<file path="src/hw/fmul_pkg.sv">
// constants, enumerations and carriers of the fraction multiply sequencer
package fmul_pkg;

    // register and window geometry
    localparam int REG_W       = 60;
    localparam int WIN_W       = 7;
    localparam int SHIFT_W     = 3;
    localparam int SC_W        = 8;
    localparam int MAX_SHIFT_N = 6;
    localparam int SP_WIN_LSB  = 35;
    localparam int DP_WIN_LSB  = 3;
    localparam int CYC_W       = 6;

    localparam logic [SHIFT_W-1:0] MAX_SHIFT = 3'h6;
    localparam logic [SHIFT_W-1:0] ONE_SHIFT = 3'h1;

    // multiplier lengths in bits and their negated step counter loads
    localparam logic [SC_W-1:0] SP_LEN     = 8'h18;
    localparam logic [SC_W-1:0] DP_LEN     = 8'h38;
    localparam logic [SC_W-1:0] SP_SC_INIT = 8'he8;
    localparam logic [SC_W-1:0] DP_SC_INIT = 8'hc8;
    localparam logic [SC_W-1:0] SC_ZERO    = 8'h00;

    localparam logic [REG_W-1:0] WORD_ZERO = 60'h0;
    localparam logic [REG_W-1:0] WORD_ONE  = 60'h1;
    localparam logic [CYC_W-1:0] CYC_ZERO  = 6'h00;
    localparam logic [CYC_W-1:0] CYC_ONE   = 6'h01;

    // arithmetic operation chosen for one step
    typedef enum logic [1:0] {
        OP_NONE = 2'h0,
        OP_ADD  = 2'h1,
        OP_SUB  = 2'h2
    } arith_op_t;

    // sequencer states, one-hot
    typedef enum logic [2:0] {
        ST_IDLE   = 3'h1,
        ST_RUN    = 3'h2,
        ST_FINISH = 3'h4
    } seq_state_t;

    // operands handed over at start
    typedef struct packed {
        logic             dbl;
        logic [REG_W-1:0] multiplicand;
        logic [REG_W-1:0] multiplier;
    } mul_req_t;

    // result handed back at done
    typedef struct packed {
        logic [REG_W-1:0] product;
        logic             exp_dec;
        logic [SC_W-1:0]  final_count;
    } mul_rsp_t;

    // decision of one recoding encoder
    typedef struct packed {
        logic [SHIFT_W-1:0] shift;
        arith_op_t          op;
        logic               next_sub;
    } recode_t;

endpackage

</file>
<file path="src/hw/recode_encoder.sv">
// recoding encoder: shift count and operation from a seven bit multiplier window
`timescale 1ns/10ps
module recode_encoder
    import fmul_pkg::*;
(
    input  wire logic [WIN_W-1:0] window,
    input  wire logic             prev_sub,
    output recode_t               decision
);

    // bits that differ from the current string show where it breaks
    wire logic [WIN_W-1:0] diff = window ^ {WIN_W{prev_sub}};

    logic               found;
    logic [SHIFT_W-1:0] pos;
    logic               beyond;

    // lowest break among the six lower bits; the top bit alone is undecidable
    // bit just above the break tells isolated bit from string change
    always_comb begin
        found  = 1'b0;
        pos    = MAX_SHIFT;
        beyond = 1'b0;
        for (int i = 0; i < WIN_W - 1; i++) begin
            if (!found && diff[i]) begin
                found  = 1'b1;
                pos    = SHIFT_W'(i);
                beyond = diff[i + 1]; // index stays inside the window
            end
        end
    end

    always_comb begin
        decision.shift    = MAX_SHIFT;
        decision.op       = OP_NONE;
        decision.next_sub = prev_sub;
        if (!found) begin
            // whole string or lone top break: full shift, no arithmetic
            decision.shift    = MAX_SHIFT;
            decision.op       = OP_NONE;
            decision.next_sub = prev_sub;
        end else begin
            decision.shift = pos + ONE_SHIFT;
            if (!beyond) begin
                // isolated one in zeros adds, isolated zero in ones subtracts
                decision.op       = prev_sub ? OP_SUB : OP_ADD;
                decision.next_sub = prev_sub;
            end else begin
                // string change: zeros to ones subtracts, ones to zeros adds
                decision.op       = prev_sub ? OP_ADD : OP_SUB;
                decision.next_sub = ~prev_sub;
            end
        end
    end

endmodule

</file>
<file path="src/hw/fraction_multiply_sequencer.sv">
// fraction multiply sequencer: shift over ones and zeros datapath and control
`timescale 1ns/10ps

module fraction_multiply_sequencer
    import fmul_pkg::*;
(
    input  wire logic             clk,
    input  wire logic             rst_b,
    input  wire logic             start,
    input  wire logic             abort,
    input  mul_req_t              req,
    output logic                  busy,
    output logic                  done,
    output mul_rsp_t              rsp,
    output logic                  string_ones,
    output logic [CYC_W-1:0]      cycle_count
);

    // datapath registers
    seq_state_t           state;
    seq_state_t           next_state;
    logic [REG_W-1:0]     multiplier_shift_reg;
    logic [REG_W-1:0]     partial_product_reg;
    logic [REG_W-1:0]     multiplicand;
    logic [SC_W-1:0]      step_counter;
    logic                 prev_sub;
    logic                 dbl;
    logic [CYC_W-1:0]     cycles;

    // recoding decisions
    recode_t              dec_single;
    recode_t              dec_double;
    recode_t              dec;

    // step datapath wires
    wire logic [WIN_W-1:0]           win_single;
    wire logic [WIN_W-1:0]           win_double;
    wire logic [SHIFT_W-1:0]         shift;
    wire logic [REG_W+MAX_SHIFT_N-1:0] ar_ext;
    wire logic [REG_W+MAX_SHIFT_N-1:0] ar_ext_shifted;
    wire logic [REG_W-1:0]           ar_shifted;
    wire logic [REG_W-1:0]           mcand_neg;
    wire logic [REG_W-1:0]           fraction_operand_mux;
    wire logic [REG_W-1:0]           next_partial;
    wire logic [REG_W-1:0]           next_multiplier;
    wire logic [SC_W-1:0]            next_count;
    wire logic                       count_nonneg;
    wire logic                       step_last;
    wire logic                       count_zero;
    wire logic [SC_W-1:0]            sc_init;
    wire logic                       take_start;

    // a new multiply is taken only while idle
    assign take_start = start && (state == ST_IDLE);

    // windows of both precisions feed their own encoders
    assign win_single = multiplier_shift_reg[SP_WIN_LSB +: WIN_W];
    assign win_double = multiplier_shift_reg[DP_WIN_LSB +: WIN_W];

    recode_encoder enc_single (
        .window   (win_single),
        .prev_sub (prev_sub),
        .decision (dec_single)
    );

    recode_encoder enc_double (
        .window   (win_double),
        .prev_sub (prev_sub),
        .decision (dec_double)
    );

    // precision picks the encoder whose window sits under the fraction
    assign dec   = dbl ? dec_double : dec_single;
    assign shift = dec.shift;

    // multiplier shifts right, zeros enter above its top bit
    assign next_multiplier = multiplier_shift_reg >> shift;

    // accumulator shifts by the same count, filled by the previous operation
    assign ar_ext         = {{MAX_SHIFT_N{prev_sub}}, partial_product_reg};
    assign ar_ext_shifted = ar_ext >> shift;
    assign ar_shifted     = ar_ext_shifted[REG_W-1:0];

    // operand mux: multiplicand, its two's complement, or nothing
    assign mcand_neg = ~multiplicand + WORD_ONE;
    assign fraction_operand_mux = (dec.op == OP_ADD) ? multiplicand :
                                  (dec.op == OP_SUB) ? mcand_neg : WORD_ZERO;

    // shift and arithmetic land in the same cycle
    assign next_partial = ar_shifted + fraction_operand_mux;

    // step counter grows by the bits shifted out
    assign next_count   = step_counter + {{(SC_W-SHIFT_W){1'b0}}, shift};
    assign count_nonneg = ~next_count[SC_W-1];

    // last step: multiplier used up and no string of ones left open
    assign step_last  = count_nonneg && !dec.next_sub;
    assign count_zero = (step_counter == SC_ZERO);

    // step counter load per precision
    assign sc_init = req.dbl ? DP_SC_INIT : SP_SC_INIT;

    // sequencer next state
    always_comb begin
        next_state = state;
        case (state)
            ST_IDLE: begin
                if (start) begin
                    next_state = ST_RUN;
                end
            end
            ST_RUN: begin
                if (abort) begin
                    next_state = ST_IDLE;
                end else if (step_last) begin
                    next_state = ST_FINISH;
                end
            end
            ST_FINISH: begin
                next_state = ST_IDLE;
            end
            default: begin
                next_state = ST_IDLE;
            end
        endcase
    end

    // state register
    always_ff @(posedge clk or negedge rst_b) begin
        if (!rst_b) begin
            state <= ST_IDLE;
        end else begin
            state <= next_state;
        end
    end

    // operand capture at start
    always_ff @(posedge clk or negedge rst_b) begin
        if (!rst_b) begin
            multiplicand <= WORD_ZERO;
            dbl          <= 1'b0;
        end else if (take_start) begin
            multiplicand <= req.multiplicand;
            dbl          <= req.dbl;
        end
    end

    // multiplier register: load at start, shift each run step
    always_ff @(posedge clk or negedge rst_b) begin
        if (!rst_b) begin
            multiplier_shift_reg <= WORD_ZERO;
        end else if (take_start) begin
            multiplier_shift_reg <= req.multiplier;
        end else if (state == ST_RUN) begin
            multiplier_shift_reg <= next_multiplier;
        end
    end

    // accumulator: clear at start, shift and add each run step
    always_ff @(posedge clk or negedge rst_b) begin
        if (!rst_b) begin
            partial_product_reg <= WORD_ZERO;
        end else if (take_start) begin
            partial_product_reg <= WORD_ZERO;
        end else if (state == ST_RUN) begin
            partial_product_reg <= next_partial;
        end
    end

    // step counter and string state
    always_ff @(posedge clk or negedge rst_b) begin
        if (!rst_b) begin
            step_counter <= SC_ZERO;
            prev_sub     <= 1'b0;
        end else if (take_start) begin
            step_counter <= sc_init;
            prev_sub     <= 1'b0;
        end else if (state == ST_RUN) begin
            step_counter <= next_count;
            prev_sub     <= dec.next_sub;
        end
    end

    // run cycle counter, saturating
    always_ff @(posedge clk or negedge rst_b) begin
        if (!rst_b) begin
            cycles <= CYC_ZERO;
        end else if (take_start) begin
            cycles <= CYC_ZERO;
        end else if (state == ST_RUN && cycles != {CYC_W{1'b1}}) begin
            cycles <= cycles + CYC_ONE;
        end
    end

    // result: normalize and flag exponent when the counter ended at zero
    always_ff @(posedge clk or negedge rst_b) begin
        if (!rst_b) begin
            rsp.product     <= WORD_ZERO;
            rsp.exp_dec     <= 1'b0;
            rsp.final_count <= SC_ZERO;
            done            <= 1'b0;
        end else begin
            done <= 1'b0;
            if (state == ST_FINISH) begin
                done            <= 1'b1;
                rsp.final_count <= step_counter;
                rsp.exp_dec     <= count_zero;
                if (count_zero) begin
                    rsp.product <= partial_product_reg << 1;
                end else begin
                    rsp.product <= partial_product_reg;
                end
            end
        end
    end

    // status outputs
    assign busy        = (state != ST_IDLE);
    assign string_ones = prev_sub;
    assign cycle_count = cycles;

endmodule

</file>
<file path="config.mk">
export PLATFORM = sky130hd
export DESIGN_NAME = fraction_multiply_sequencer
export DESIGN_NICKNAME = d
export VERILOG_FILES = /design/src/hw/fmul_pkg.sv /design/src/hw/recode_encoder.sv /design/src/hw/fraction_multiply_sequencer.sv
export SDC_FILE = /design/constraint.sdc
export NUM_CORES = 1
export LEC_CHECK = 0
export BUFFER_PORTS_ARGS = -buffer_cell sky130_fd_sc_hd__buf_4
export CORE_MARGIN = 2
export CORE_UTILIZATION = 37
export DETAILED_ROUTE_END_ITERATION = 7
export PLACE_DENSITY = 0.6
export SLEW_MARGIN = 20
export SYNTH_ARGS = -nofsm -noshare
export SYNTH_HDL_FRONTEND = slang
export SYNTH_SLANG_ARGS = --single-unit
</file>
<file path="constraint.sdc">
create_clock -name clk -period 7.9 [get_ports clk]
set_input_delay 0.395 -clock clk [delete_from_list [all_inputs] [get_ports clk]]
set_output_delay 0.395 -clock clk [all_outputs]
set_load 0.005 [all_outputs]
</file>
==> impl_metrics.csv <==
group,metric,value,unit
timing,hold_viol_final,0,
run,maxCapViolations,0,
clock_tree,postCtsSetupRepairBufs,0,
clock_tree,cts_buffers,34,
synth,synth_fa_ha_area_frac,0.0424,
synth,syn_area,20400,µm²
worst_setup_path,crit_path_start_kind,"flip-flop",
floorplanning,die_w,239,µm
clock_tree,cts-htree-levels,2,
final_layout,final_common_cell,"nand2_1",
final_layout,drive_gt1_frac,0.126,
worst_setup_path,critPathTopFamily,"compound AO/OA/AOI/OAI gates",
worst_setup_path,crit_path_end_kind,"flip-flop",
timing,skew,26.6,ps
global_route,grt.overflow.total,0,
synth,syn_avg_cell_area,7.97,µm²
place,io_buffer_count,199,
final_layout,finalInstanceArea,23600,µm²
place,placed_area,22400,µm²
synth,synthArstFlopShare,1.00,
drt,totalWireLength,64300,µm
synth,synth.mux.area_fraction,0.162,
clock_tree,cts.clk_slew.worst_paths,60,ps
clock_tree,clk_latency,560,ps
timing,rsz0062_at_grt,"false",
final_layout,syn_to_final_growth,15.4,%
synth,synthFlopType,"dfrtp_1",
timing,setup_tns,0,ps
place,gp_congestion,0.934,
synth,yosysUniqueCellTypes,75,
timing,setup_viol,0,
worst_setup_path,cp_slowest_stage_delay,630,ps
drt,drtPass1Iterations,6,
worst_setup_path,crit_arrival,7470,ps
worst_setup_path,path_max_fanout,32,
worst_setup_path,cp_num_buf_inv,1,
worst_setup_path,critPathKind,"reg -> reg",
timing,tightestPinTransition,1110,ps
floorplanning,core_region_area,54800,µm²
synth,synth_xor_area_frac,0.0326,
global_route,grt_pass1_wl,101000,µm
drt,first_iter_violations,1467,
synth,postSynthCellCount,2561,
floorplanning,initial_core_util,0.373,
final_layout,final_nets,2843,
global_route,grtUsageTotal,0.223,
drt,drc_errors,0,
timing,relSlewSlack,0.261,
hold_path,hold_class,"in -> reg",
global_route,antenna_found_initial,4,
floorplanning,ioPinCount,203,
drt,routed_via_density,5.61,
worst_setup_path,required,8310,ps
synth,synth_top_family_by_area,"compound AO/OA/AOI/OAI gates",
synth,synth_edf_count,0,
floorplanning,dieArea,57100,µm²
floorplanning,die_height,239,µm
clock_tree,cts_tree,"built",
clock_tree,cts_buffer_depth,3,
synth,synth_compound_area_frac,0.205,
synth,yosysWarnings,0,
worst_setup_path,cpMostUsedCell,"o21ai_0",
synth,synth_nets,2754,
worst_setup_path,path_cells,"or4_1 > nor3_1 > o21ai_1 > o311ai_0 > ha_1 > o22ai_4 > buf_4 > mux2i_1 > mux2i_1 > nand2_1 > nand2_1 > ha_1 > a21oi_1 > o211ai_1 > o21ai_0 > o21ai_0 > a21oi_1 > o21ai_0 > a2111oi_1 > o31ai_1 > xnor2_1 > o21ai_0",
final_layout,layout_common_cells,"nand2_1, mux2i_1, a21oi_1",
global_route,grt_pass1_vias,18300,
clock_tree,cts_sinks,266,
run_status,status,"finished clean",
place,dp_hpwl,47800,µm
drt,wire_per_inst,19.0,µm
timing,period_needed,7060,ps
timing,fmax,142,MHz
drt,vias,19000,
synth,synth-simple-area-share,0.189,
synth,yosysSeqAreaShare,0.326,
floorplanning,row_count,86,
timing,fin_crit_sh,0.894,
synth,synth-seq-cells,266,
drt,antenna_left,0,
clock_tree,clockRootBuffer,"clkbuf_16",
timing,drv_slew,0,
final_layout,largest_register_ffs,69,
worst_setup_path,slowest_stage,"a2111oi_1",
global_route,grt_max_degree,110,
==> cells in the mapped netlist, types with 14 or more instances <==
cell | instances | area, µm²
a211oi_1 | 18 | 135
a21oi_1 | 276 | 1380
nand4_1 | 25 | 156
o21ai_0 | 201 | 1010
nand2_1 | 473 | 1780
xor2_1 | 31 | 272
inv_1 | 39 | 146
and2_1 | 14 | 87.6
nor4_1 | 18 | 113
buf_1 | 20 | 75.1
a21o_1 | 83 | 623
nand3_1 | 53 | 265
nor2_1 | 202 | 758
ha_1 | 66 | 826
nor3_1 | 41 | 205
mux2i_1 | 316 | 3160
a31oi_1 | 16 | 100
clkbuf_1 | 123 | 462
buf_2 | 34 | 170
dfrtp_1 | 265 | 6630
xnor2_1 | 45 | 394
o31ai_1 | 17 | 128
==> metrics by stage <==
step | utilization | setup slack, ps | cells | hold WS (ps)
global placement | 0.409 | 852 | 3317 | 483
finish | 0.430 | 841 | 3379 | 31.0
CTS | 0.430 | 723 | 3378 | 3.49
floorplan | - | 1960 | 2561 | 99.4
global route | 0.430 | 164 | 3379 | 21.1
detailed placement | 0.409 | 745 | 3317 | 495
==> what timing repair did <==
action | in CTS | in global routing
endpoints found under the hold margin | 94 | 0
resized for setup | 0 | 1
hold buffers | 1 | 0
endpoints found under the setup margin | 0 | 1
==> layer usage <==
metal  track usage  vias to the layer above  routed length (µm)
li1              -                     9290                   -
met1         0.329                     9076               31100
met2         0.338                      515               27800
met3        0.0376                       83                3910
met4        0.0559                        2                1440
met5             0                        -                  13
==> final cells by class <==
cell class | instances | area, µm²
Antenna cell | 1 | 2.50
Fill cell | 5538 | 31200
Clock buffer | 44 | 938
Sequential cell | 266 | 6660
Inverter | 40 | 150
Multi-Input combinational cell | 2077 | 13000
Tap cell | 704 | 881
Clock inverter | 16 | 210
Timing Repair Buffer | 231 | 1750
==> final timing paths <==
check	startpoint	to	slack, ps	cells past startpoint
min in group asynchronous	rst_b	multiplier_shift_reg[34]	490	2
worst max-delay path	multiplier_shift_reg[36]	partial_product_reg[58]	840	22
max in group asynchronous	rst_b	rsp[53]	6050	3
worst min-delay path	req[115]	multiplicand[55]	30	3
worst max register to register	multiplier_shift_reg[36]	partial_product_reg[58]	840	22
worst min register to register	multiplicand[59]	multiplicand[59]	500	2
==> worst min-delay path: stages <==
cell	delay (ps)
buf_4	80
nand2_1	40
nand2_1	40
==> logic make-up (layout without fill, tap and decap cells) <==
family,count (synthesis),in the layout
xor+xnor,76,76
other cells,0,1
mux,329,329
simple gates,893,893
buf+inv,218,331
compound gates,711,711
flops,266,266
fa+ha+maj,68,68
Power is left out: the tool's default activity adds up to more than one toggle a clock period on the data nets, which glitch-free logic cannot reach.
